## src/logic/tsm_pkg.sv

```systemverilog
// shared constants and types of the smbus slave block
package tsm_pkg;

  // three-level strap encoding
  localparam logic [1:0] TSM_LVL_LOW  = 2'h0;
  localparam logic [1:0] TSM_LVL_OPEN = 2'h1;
  localparam logic [1:0] TSM_LVL_HIGH = 2'h2;

  // slave address table, index = pin_a level * 3 + pin_b level
  localparam logic [8:0][6:0] TSM_ADDR_TABLE = {
    7'h4e, 7'h4d, 7'h4c,
    7'h2b, 7'h2a, 7'h29,
    7'h1a, 7'h19, 7'h18
  };

  // alert response address
  localparam logic [6:0] TSM_ARA_ADDR = 7'h0c;

  // register pointer of the single conversion trigger
  localparam logic [7:0] TSM_PTR_ONE_SHOT = 8'h0f;

  // bits per byte before the acknowledge slot
  localparam logic [3:0] TSM_BYTE_BITS = 4'h8;

  // strap sampling delay after reset release, in cycles
  localparam int unsigned TSM_STRAP_SETTLE = 4;

  // reset values
  localparam logic [7:0] TSM_PTR_RESET = 8'h00;

  // direction bit values
  localparam logic TSM_DIR_WRITE = 1'b0;
  localparam logic TSM_DIR_READ  = 1'b1;

  // slave sequencer, gray coded along the usual path
  typedef enum logic [2:0] {
    TSM_IDLE     = 3'h0,
    TSM_ADDR     = 3'h1,
    TSM_ADDR_ACK = 3'h3,
    TSM_WR_BYTE  = 3'h2,
    TSM_WR_ACK   = 3'h6,
    TSM_RD_BYTE  = 3'h7,
    TSM_RD_ACK   = 3'h5,
    TSM_IGNORE   = 3'h4
  } tsm_state_t;

endpackage : tsm_pkg

```

## src/logic/tsm_strap_if.sv

```systemverilog
// carrier of the captured slave address between strap logic and slave
`timescale 1ns/1ps
`default_nettype none
interface tsm_strap_if;
  logic [6:0] own_addr;
  logic       valid;
  modport src (output own_addr, output valid);
  modport dst (input own_addr, input valid);
endinterface : tsm_strap_if
`default_nettype wire

```

## src/logic/tsm_strap_capture.sv

```systemverilog
// samples the address select straps once after reset and decodes them
`timescale 1ns/1ps
`default_nettype none
module tsm_strap_capture
  import tsm_pkg::*;
#(
  parameter int unsigned SETTLE = TSM_STRAP_SETTLE
)(
  // clock and reset
  input  wire logic       mclk_i,
  input  wire logic       rst_b_i,
  // strap pins, three-level coded
  input  wire logic [1:0] addr_select_pin_a_i,
  input  wire logic [1:0] addr_select_pin_b_i,
  // captured address
  tsm_strap_if.src        strap
);

  // settle counter must outlast the three-stage synchroniser
  if (SETTLE < 3 || SETTLE > 15)
  begin : g_chk
    $error("tsm_strap_capture: SETTLE must be 3..15");
  end

  typedef struct packed {
    logic [2:0][1:0] a_sy;
    logic [2:0][1:0] b_sy;
    logic [3:0]      cnt;
    logic [6:0]      addr;
    logic            valid;
  } tsm_strap_st_t;

  tsm_strap_st_t r;
  tsm_strap_st_t next_r;

  // level index, an unused fourth code counts as high
  function automatic logic [3:0] lvl(input logic [1:0] p);
    lvl = (p == 2'h3) ? {2'h0, TSM_LVL_HIGH} : {2'h0, p};
  endfunction : lvl

  // sync straps, capture once when both settled and stable
  always_comb
  begin
    next_r      = r;
    next_r.a_sy = {r.a_sy[1:0], addr_select_pin_a_i};
    next_r.b_sy = {r.b_sy[1:0], addr_select_pin_b_i};
    if (r.cnt != SETTLE[3:0])
      next_r.cnt = r.cnt + 4'h1;
    else if (!r.valid && r.a_sy[1] == r.a_sy[2]
             && r.b_sy[1] == r.b_sy[2])
    begin
      next_r.addr  = TSM_ADDR_TABLE[4'(lvl(r.a_sy[2]) * 4'h3
                                        + lvl(r.b_sy[2]))];
      next_r.valid = 1'b1; // later pin changes ignored
    end
  end

  // state register
  always_ff @(posedge mclk_i)
  begin
    if (!rst_b_i)
      r <= '0;
    else
      r <= next_r;
  end

  assign strap.own_addr = r.addr;
  assign strap.valid    = r.valid;

endmodule : tsm_strap_capture
`default_nettype wire

```

## src/logic/tsm_smbus_slave.sv

```systemverilog
// smbus slave with pointer registers, alert response and standby control
`timescale 1ns/1ps
`default_nettype none
module tsm_smbus_slave
  import tsm_pkg::*;
(
  // clock and reset
  input  wire logic       mclk_i,
  input  wire logic       rst_b_i,
  // serial bus pins
  input  wire logic       scl_pin_i,
  input  wire logic       serial_data_pin_i,
  output logic            serial_data_pin_o,
  output logic            serial_data_pin_oe_o,
  // address straps
  input  wire logic [1:0] addr_select_pin_a_i,
  input  wire logic [1:0] addr_select_pin_b_i,
  // alarm
  input  wire logic       alarm_cause_i,
  input  wire logic       alarm_mask_bit_i,
  output logic            alarm_pin_n_o,
  output logic            alarm_pin_n_oe_o,
  // standby and conversion control
  input  wire logic       sleep_pin_n_i,
  input  wire logic       cfg_standby_bit_i,
  input  wire logic       conv_busy_i,
  input  wire logic       conv_done_i,
  output logic            adc_run_o,
  output logic            conv_discard_o,
  output logic            one_shot_o,
  output logic            standby_o,
  // register bank side
  input  wire logic [7:0] reg_rdata_i,
  output logic [7:0]      reg_ptr_o,
  output logic [7:0]      reg_wdata_o,
  output logic            reg_wr_o,
  output logic            reg_rd_o
);

  typedef struct packed {
    logic [2:0] scl_sy;
    logic       scl;
    logic [2:0] sda_sy;
    logic       sda;
    logic [2:0] slp_sy;
    logic       slp_n;
    tsm_state_t fsm;
    logic [3:0] bits;
    logic [1:0] nbyte;
    logic [7:0] sh;
    logic       rw;
    logic       ara;
    logic       drive;
    logic [7:0] ptr;
    logic [7:0] wdata;
    logic       wr;
    logic       rd;
    logic       alarm;
    logic       oneshot;
    logic       osp;
    logic       run;
    logic       disc;
    logic       sleep_pin_n;
  } tsm_slave_st_t;

  tsm_slave_st_t r;
  tsm_slave_st_t next_r;
  tsm_strap_if   strap ();

  logic rise;
  logic fall;
  logic start;
  logic stop;
  logic alarm_low;
  logic sleep_req;

  // strap capture
  tsm_strap_capture u_strap (
    .mclk_i              (mclk_i),
    .rst_b_i             (rst_b_i),
    .addr_select_pin_a_i (addr_select_pin_a_i),
    .addr_select_pin_b_i (addr_select_pin_b_i),
    .strap               (strap)
  );

  // filtered level: follows stage two once stages two and three agree
  function automatic logic filt(input logic [2:0] sy, input logic cur);
    filt = (sy[1] == sy[2]) ? sy[2] : cur;
  endfunction : filt

  // sequencer, alarm latch and standby control
  always_comb
  begin
    next_r        = r;
    // three-stage synchronisers on the pins
    next_r.scl_sy = {r.scl_sy[1:0], scl_pin_i};
    next_r.sda_sy = {r.sda_sy[1:0], serial_data_pin_i};
    next_r.slp_sy = {r.slp_sy[1:0], sleep_pin_n_i};
    // levels move once stages two and three agree
    next_r.scl    = filt(r.scl_sy, r.scl);
    next_r.sda    = filt(r.sda_sy, r.sda);
    next_r.slp_n  = filt(r.slp_sy, r.slp_n);
    // one-cycle strobes idle low
    next_r.wr     = 1'b0;
    next_r.rd     = 1'b0;
    next_r.osp    = 1'b0;
    // edges and bus conditions from filtered lines
    rise  = next_r.scl & ~r.scl;
    fall  = ~next_r.scl & r.scl;
    start = r.scl & next_r.scl & r.sda & ~next_r.sda;
    stop  = r.scl & next_r.scl & ~r.sda & next_r.sda;
    alarm_low = r.alarm & ~alarm_mask_bit_i;
    sleep_req = ~next_r.slp_n | cfg_standby_bit_i;

    // one-shot ends on completion, when standby pin takes over or when the standby bit clears
    if (conv_done_i | ~next_r.slp_n | ~cfg_standby_bit_i)
      next_r.oneshot = 1'b0;

    if (stop)
    begin
      next_r.fsm   = TSM_IDLE;
      next_r.drive = 1'b0;
    end
    else if (start)
    begin
      // any start, repeated too, opens a fresh address phase
      next_r.fsm   = TSM_ADDR;
      next_r.bits  = 4'h0;
      next_r.nbyte = 2'h0;
      next_r.ara   = 1'b0;
      next_r.drive = 1'b0;
    end
    else
    begin
      case (r.fsm)
        TSM_IDLE:
          next_r.drive = 1'b0;
        TSM_ADDR:
          if (rise)
          begin
            next_r.sh   = {r.sh[6:0], next_r.sda}; // msb first
            next_r.bits = r.bits + 4'h1;
          end
          else if (fall && r.bits == TSM_BYTE_BITS)
          begin
            next_r.rw = r.sh[0];
            if (strap.valid && r.sh[7:1] == strap.own_addr)
            begin
              next_r.drive = 1'b1; // ack low in ninth slot
              next_r.fsm   = TSM_ADDR_ACK;
            end
            else if (r.sh[7:1] == TSM_ARA_ADDR && strap.valid
                     && r.sh[0] == TSM_DIR_READ && alarm_low)
            begin
              next_r.ara   = 1'b1;
              next_r.drive = 1'b1;
              next_r.fsm   = TSM_ADDR_ACK;
            end
            else
              next_r.fsm = TSM_IGNORE;
          end
        TSM_ADDR_ACK:
          if (fall)
          begin
            next_r.bits = 4'h0;
            if (r.rw == TSM_DIR_READ)
            begin
              // read: load byte and present its msb
              if (r.ara)
                next_r.sh = {strap.own_addr, 1'b0};
              else
              begin
                next_r.sh = reg_rdata_i;
                next_r.rd = 1'b1;
              end
              next_r.drive = ~next_r.sh[7];
              next_r.fsm   = TSM_RD_BYTE;
            end
            else
            begin
              next_r.drive = 1'b0;
              next_r.fsm   = TSM_WR_BYTE;
            end
          end
        TSM_WR_BYTE:
          if (rise)
          begin
            next_r.sh   = {r.sh[6:0], next_r.sda};
            next_r.bits = r.bits + 4'h1;
          end
          else if (fall && r.bits == TSM_BYTE_BITS)
          begin
            if (r.nbyte == 2'h0)
            begin
              next_r.ptr   = r.sh;
              next_r.nbyte = 2'h1;
              next_r.drive = 1'b1;
              next_r.fsm   = TSM_WR_ACK;
              if (r.sh == TSM_PTR_ONE_SHOT && cfg_standby_bit_i
                  && next_r.slp_n && !r.oneshot)
              begin
                next_r.oneshot = 1'b1;
                next_r.osp     = 1'b1;
              end
            end
            else if (r.nbyte == 2'h1)
            begin
              // trigger location keeps no data
              if (r.ptr != TSM_PTR_ONE_SHOT)
              begin
                next_r.wdata = r.sh;
                next_r.wr    = 1'b1;
              end
              next_r.nbyte = 2'h2;
              next_r.drive = 1'b1;
              next_r.fsm   = TSM_WR_ACK;
            end
            else
              next_r.fsm = TSM_IGNORE; // third byte refused
          end
        TSM_WR_ACK:
          if (fall)
          begin
            next_r.drive = 1'b0;
            next_r.bits  = 4'h0;
            next_r.fsm   = TSM_WR_BYTE;
          end
        TSM_RD_BYTE:
          if (rise)
          begin
            next_r.bits = r.bits + 4'h1;
            // released a one but line is low: lost arbitration
            if (r.ara && !r.drive && !next_r.sda)
              next_r.fsm = TSM_IGNORE;
          end
          else if (fall)
          begin
            if (r.bits == TSM_BYTE_BITS)
            begin
              next_r.drive = 1'b0;
              next_r.fsm   = TSM_RD_ACK;
            end
            else
            begin
              next_r.sh    = {r.sh[6:0], 1'b0};
              next_r.drive = ~r.sh[6]; // change while low
            end
          end
        TSM_RD_ACK:
          if (rise)
          begin
            // alert serviced: drop latch if cause gone
            if (r.ara && !alarm_cause_i)
              next_r.alarm = 1'b0;
            next_r.fsm = TSM_IGNORE; // single byte reads
          end
        TSM_IGNORE:
          next_r.drive = 1'b0;
        default:
        begin
          next_r.fsm   = TSM_IDLE;
          next_r.drive = 1'b0;
        end
      endcase
    end

    // lost arbitration or ignore always releases the line
    if (next_r.fsm == TSM_IGNORE || next_r.fsm == TSM_IDLE)
      next_r.drive = 1'b0;

    // alarm latch, a new cause wins over service
    if (alarm_cause_i)
      next_r.alarm = 1'b1;

    // standby and ADC run control
    next_r.sleep_pin_n = sleep_req;
    next_r.run  = ~sleep_req | next_r.oneshot;
    next_r.disc = r.run & ~next_r.run & conv_busy_i;
  end

  // state register, bus lines and sleep pin idle high
  always_ff @(posedge mclk_i)
  begin
    if (!rst_b_i)
    begin
      r        <= '0;
      r.scl_sy <= 3'h7;
      r.scl    <= 1'b1;
      r.sda_sy <= 3'h7;
      r.sda    <= 1'b1;
      r.slp_sy <= 3'h7;
      r.slp_n  <= 1'b1;
      r.ptr    <= TSM_PTR_RESET;
      r.sleep_pin_n   <= 1'b0;
    end
    else
      r <= next_r;
  end

  // open-drain pins only ever pull low
  assign serial_data_pin_o    = 1'b0;
  assign serial_data_pin_oe_o = r.drive;
  assign alarm_pin_n_o        = 1'b0;
  assign alarm_pin_n_oe_o     = alarm_low; // wire-and

  // register bank and conversion outputs
  assign reg_ptr_o      = r.ptr;
  assign reg_wdata_o    = r.wdata;
  assign reg_wr_o       = r.wr;
  assign reg_rd_o       = r.rd;
  assign adc_run_o      = r.run;
  assign conv_discard_o = r.disc;
  assign one_shot_o     = r.osp;
  assign standby_o      = r.sleep_pin_n;

endmodule : tsm_smbus_slave
`default_nettype wire

```

## config.mk

```make
export PLATFORM = sky130hd
export DESIGN_NAME = tsm_smbus_slave
export DESIGN_NICKNAME = d
export VERILOG_FILES = /design/src/logic/tsm_pkg.sv /design/src/logic/tsm_strap_if.sv /design/src/logic/tsm_strap_capture.sv /design/src/logic/tsm_smbus_slave.sv
export SDC_FILE = /design/constraint.sdc
export NUM_CORES = 1
export LEC_CHECK = 0
export ABC_AREA = 1
export CAP_MARGIN = 15
export CORE_MARGIN = 2
export CORE_UTILIZATION = 32
export DETAILED_ROUTE_END_ITERATION = 12
export DONT_BUFFER_PORTS = 1
export PLACE_DENSITY = 0.56
export SLEW_MARGIN = 20
export SYNTH_ARGS = -nofsm -noshare
export SYNTH_HDL_FRONTEND = slang
export SYNTH_SLANG_ARGS = --single-unit
```

## constraint.sdc

```tcl
create_clock -name mclk_i -period 5 [get_ports mclk_i]
set_clock_uncertainty 0.2 [all_clocks]
set_input_delay 1 -clock mclk_i [delete_from_list [all_inputs] [get_ports mclk_i]]
set_output_delay 1 -clock mclk_i [all_outputs]
set_load 0.1 [all_outputs]
```

Word level (Yosys, flattened, before mapping)
Memories as Yosys holds them, arrays and structs flattened. A register that Yosys moved wholly into a read port is not among the register bits.
Cells that the tools add are included.
{"block": "word_totals", "regBits": 73, "mem_bits_ro": 112, "n_memories": 1, "wordCells": 247, "inputBits": 22, "out_inout_bits": 26}
{"block": "classes", "bitwise_logic": 37, "n_mul": 1, "muxes": 81, "addsub": 3, "eq_ne": 42, "reduce_logical": 51}
{"memory": "(name not given)", "depth": 16, "width": 7, "read_ports": 1, "rd_ports_with_merged_regs": 1, "wr": 0, "line": "tsm_strap_capture.sv:52", "rtl": "next_r.addr = TSM_ADDR_TABLE[4'(lvl(r.a_sy[2]) * 4'h3"}
{"operator": "$mux 8", "n": 13}
{"operator": "$mux 3", "n": 16}
{"operator": "$mux 2", "n": 19}
{"operator": "$mux 18", "n": 2}
{"operator": "$mux 9", "n": 4}
{"operator": "$ne 2x2->1 const B", "n": 13}
{"operator": "$pmux 8 s3", "n": 1}
{"operator": "$not 1->1", "n": 23}
{"operator": "$mux 1", "n": 20}
{"operator": "$reduce_and 5->1", "n": 4}
{"operator": "$pmux 3 s6", "n": 1}
{"operator": "$eq 3x3->1 const B", "n": 5}
{"operator": "$mux 7", "n": 2}
{"operator": "$logic_and 1x1->1", "n": 13}
{"operator": "$pmux 4 s3", "n": 1}
{"operator": "$reduce_and 6->1", "n": 2}
{"operator": "$reduce_bool 2->1", "n": 6}
{"operator": "$reduce_and 11->1", "n": 1}
{"operator": "$and 1x1->1", "n": 10}
{"operator": "$ne 3x3->1 const B", "n": 3}
{"operator": "$reduce_and 9->1", "n": 1}
{"operator": "$reduce_bool 3->1", "n": 3}
{"operator": "$add 4x1->4 const B", "n": 2}
{"operator": "$eq 8x4->1 const B", "n": 1}
{"operator": "33 further kinds", "n": 49}

Longest topological paths before layout
{"block": "depth", "ltp_word": 17, "mapped_depth": 13, "depth_no_buf": 13}

Hierarchy
Synthesis repeated with hierarchy kept, for this count alone.
{"block": "unflattened", "hier_cells": 567, "area_unflattened_um2": 4071.4}
{"mod": "tsm_smbus_slave", "seq_area_each_um2": 1121.1, "area_each_um2": 2914.0, "cells_each": 406, "n_inst": 1}
{"mod": "tsm_strap_capture", "seq_area_each_um2": 440.4, "area_each_um2": 1157.4, "cells_each": 161, "n_inst": 1}

Least setup slack after synthesis
Ideal clock, no wire load.
{"block": "synth_path", "path_type": "input to output", "start": "in alarm_mask_bit_i", "end": "out alarm_pin_n_oe_o", "cell_stages": 3, "n_path_buf": 0, "t_arrival_ns": 1.672, "slack_ns": 2.128, "t_required_ns": 3.800, "path_cell_list": "inv_1 -> nand2_1 -> inv_1"}
{"block": "synth_via", "elab_chain_len": 2}
{"element": "start, declared", "line": "tsm_smbus_slave.sv:20", "rtl": "input wire logic alarm_mask_bit_i,"}
{"element": "$not 1->1", "line": "tsm_smbus_slave.sv:112", "rtl": "alarm_low = r.alarm & ~alarm_mask_bit_i;"}
{"element": "$and 1x1->1", "line": "tsm_smbus_slave.sv:112"}
{"element": "end, declared", "line": "tsm_smbus_slave.sv:22", "rtl": "output logic alarm_pin_n_oe_o,"}
No other way between the ends.

Worst setup path after layout
Ends and elaborated chain as after synthesis.

==> flow_summary.yaml <==
detailed_routing:
  drtPass1Iterations: 4
  route.antenna.remaining_nets: 0
  drc_errors: 0
  vias: 3067
  viasPerCell: 4.845
  drt_iter0_drc: 150
  routed_wl_um: 8822
  wl_per_cell_um: 13.94
floorplan:
  core_area_mm2: 0.01147
  fp.dieW_um: 112.5
  rows: 39
  io_pins: 48
  die-area_mm2: 0.01267
  die_h_um: 112.5
  start_util: 0.3288
sta:
  finalCritPeriodShare: 0.5778
  finalSetupViolCount: 0
  tightest_slew_ns: 1.074
  timing.hold.ws_ns: 0.2103
  relSlewSlack: 0.2833
  rsz0062_at_grt: "false"
  hold_viol_final: 0
  drv_slew: 0
  finalSetupTns_ns: 0
  period_needed_ns: 2.889
  fmax_mhz: 346.1
power:
  power.density_mw_per_mm2: 352.7
  ir_worst_vdd_uv: 218.4
  p_leak_uw: 0.001719
  p_total_uw: 1426
global_route:
  grt_antenna_before_repair: 0
  grt_pass1_vias: 2870
  grt_usage: 0.1440
  grt_pass1_wl_um: 14410
  grt_start_max_net_pins: 47
  overflow: 0
cts:
  cts_tree: "done"
  hold_buffers: 0
  ctsLongestPathBuffers: 2
  path_clk_slew_ns: 0.06
  htreeDepth: 3
  ctsResizeCount: 0
  numCtsBuffers: 9
  cts.sinks: 78
  post_cts_buffers: 0
  worstSkewPairLatency_ns: 0.34
  cts_root_buf: "clkbuf_16"
synthesis:
  synthSimpleGateAreaFrac: 0.2386
  ys_ff_latch: 78
  synth_flop_cell: "dfxtp_1"
  postSynthCellCount: 504
  synth_edf_count: 0
  synth-xor-area-share: 0.01859
  synth_area_mm2: 0.003770
  synth_adder_area_share: 0.02854
  ys_types: 45
  yosysWarnings: 0
  synth_compound_area_frac: 0.1603
  syn_area_per_cell_um2: 7.480
  synthArstFlopShare: 0
  ys_seq_area_frac: 0.4142
  synth_mux_area_frac: 0
  synth_top_family_by_area: "simple AND/OR/NAND/NOR gates"
setup_path:
  crit_family: "buffers and inverters"
  crit_path_frequent_cell: "inv_1"
  required_ns: 3.80
  critPathBufInv: 2
  cp_slowest_stage_delay_ns: 0.60
  crit_arrival_ns: 1.69
  critPathCaptureType: "primary output"
  critPathSlowestCell: "inv_1"
  path_cells: "inv_1, nand2_1, inv_1"
  worstSetupPathType: "input port to primary output"
  critical_path.startpoint_type: "input port"
  crit_fanout: 2
placement:
  io_buffers: 0
  placed_cell_area_mm2: 0.003745
  dpl.hpwl_um: 6498
  gp_congestion: 0.9479
status:
  status: "complete, no violations"
final_layout:
  fin_area_mm2: 0.004044
  drive_gt1_frac: 0.1082
  mostFrequentLayoutCell: "nand2_1"
  areaGrowthSynthToFinish_pct: 7.269
  nets: 515
  layout.cells.most_common_list: "93 x nand2_1, 78 x dfxtp_1, 75 x inv_1, 53 x a21oi_1, 32 x o21ai_0"
  diodes: 0
run:
  maxCapViolations: 0
hold_path:
  min_path_type: "flop to flop"
cell type report:
cell class | instances | area (um2)
Sequential cell | 78 | 1562
Tap cell | 143 | 178.9
Inverter | 83 | 315.3
Fill cell | 1194 | 7423
Clock buffer | 9 | 225.2
Multi-Input combinational cell | 313 | 1689
Clock inverter | 7 | 73.82
Yosys cell counts (3+ instances only):
library cell,instances,area (um2)
a21oi_1,53,265.3
buf_4,18,135.1
buf_6,3,33.78
clkbuf_1,8,30.03
dfxtp_1,78,1562
ha_1,7,87.58
inv_1,75,281.5
inv_2,5,18.77
nand2_1,93,349.1
nand2_2,4,25.02
nand3_1,20,100.1
nand3b_1,4,30.03
nand4_1,3,18.77
nor2_1,30,112.6
nor2_2,3,18.77
nor3_1,10,50.05
o211ai_1,8,60.06
o21ai_0,32,160.2
o21ai_1,4,20.02
o21ai_2,3,26.28
or2_2,7,43.79
xnor2_1,5,43.79
xor2_1,3,26.28
worst paths after layout:
| kind | startpoint | to | slack [ns] | cells past startpoint |
|---|---|---|---|---|
| max | alarm_mask_bit_i | alarm_pin_n_oe_o | 2.11 | 3 |
| min reg2reg | u_strap.next_r[14]$_SDFF_PN0_ | u_strap.next_r[16]$_SDFF_PN0_ | 0.21 | 2 |
| max reg2reg | reg_ptr_o[1]$_SDFFE_PN0P_ | reg_wdata_o[0]$_SDFFE_PN0P_ | 2.68 | 7 |
| min | u_strap.next_r[14]$_SDFF_PN0_ | u_strap.next_r[16]$_SDFF_PN0_ | 0.21 | 2 |
layer usage:
metal | GRT usage | vias to the layer above | part of all wire
met2 | 0.2084 | 95 | 0.42
met4 | 0.06911 | 0 | 0.038
met3 | 0.05292 | 27 | 0.066
met5 | 0 | - | 0
met1 | 0.1896 | 1386 | 0.48
li1 | - | 1559 | -
worst min-delay path, delay by kind of cell, from the launching register on:
family | cells | cell delay (ns)
buffers and inverters | 1 | 0.04
flip-flops | 1 | 0.30
AND/OR/NAND/NOR | 1 | 0.04
power breakdown:
part | internal, uW | switching [uW]
registers | 648 | 25.3
logic | 34.7 | 57.5
clock network | 388 | 272
stage by stage:
stage	setup WS (ns)	util	cells
after floorplan	2.128	-	505
after global routing	2.070	0.3526	633
after detailed placement	2.107	0.3266	617
final	2.111	0.3526	633
after CTS	2.104	0.3526	633
after global placement	2.107	0.3266	617
sequential cells by signal (all words and copies together), names as in the netlist:
| name | count |
|---|---|
| reg_rd_o | 1 |
| reg_ptr_o | 8 |
| one_shot_o | 1 |
| conv_discard_o | 1 |
| reg_wdata_o | 8 |
| reg_wr_o | 1 |
| u_strap.r | 8 |
| standby_o | 1 |
| u_strap.next_r | 8 |
| u_strap.strap.own_addr | 6 |
| next_r | 6 |
| adc_run_o | 1 |
| serial_data_pin_oe_o | 1 |
| r | 27 |
logic make-up after synthesis:
group,after synthesis
XOR/XNOR,8
flip-flops,78
AND/OR/NAND/NOR,187
adder cells (fa/ha/maj),8
AO/OA/AOI/OAI,108
buffers and inverters,114
other,1
Note: power is estimated with default switching activity, not from simulation.
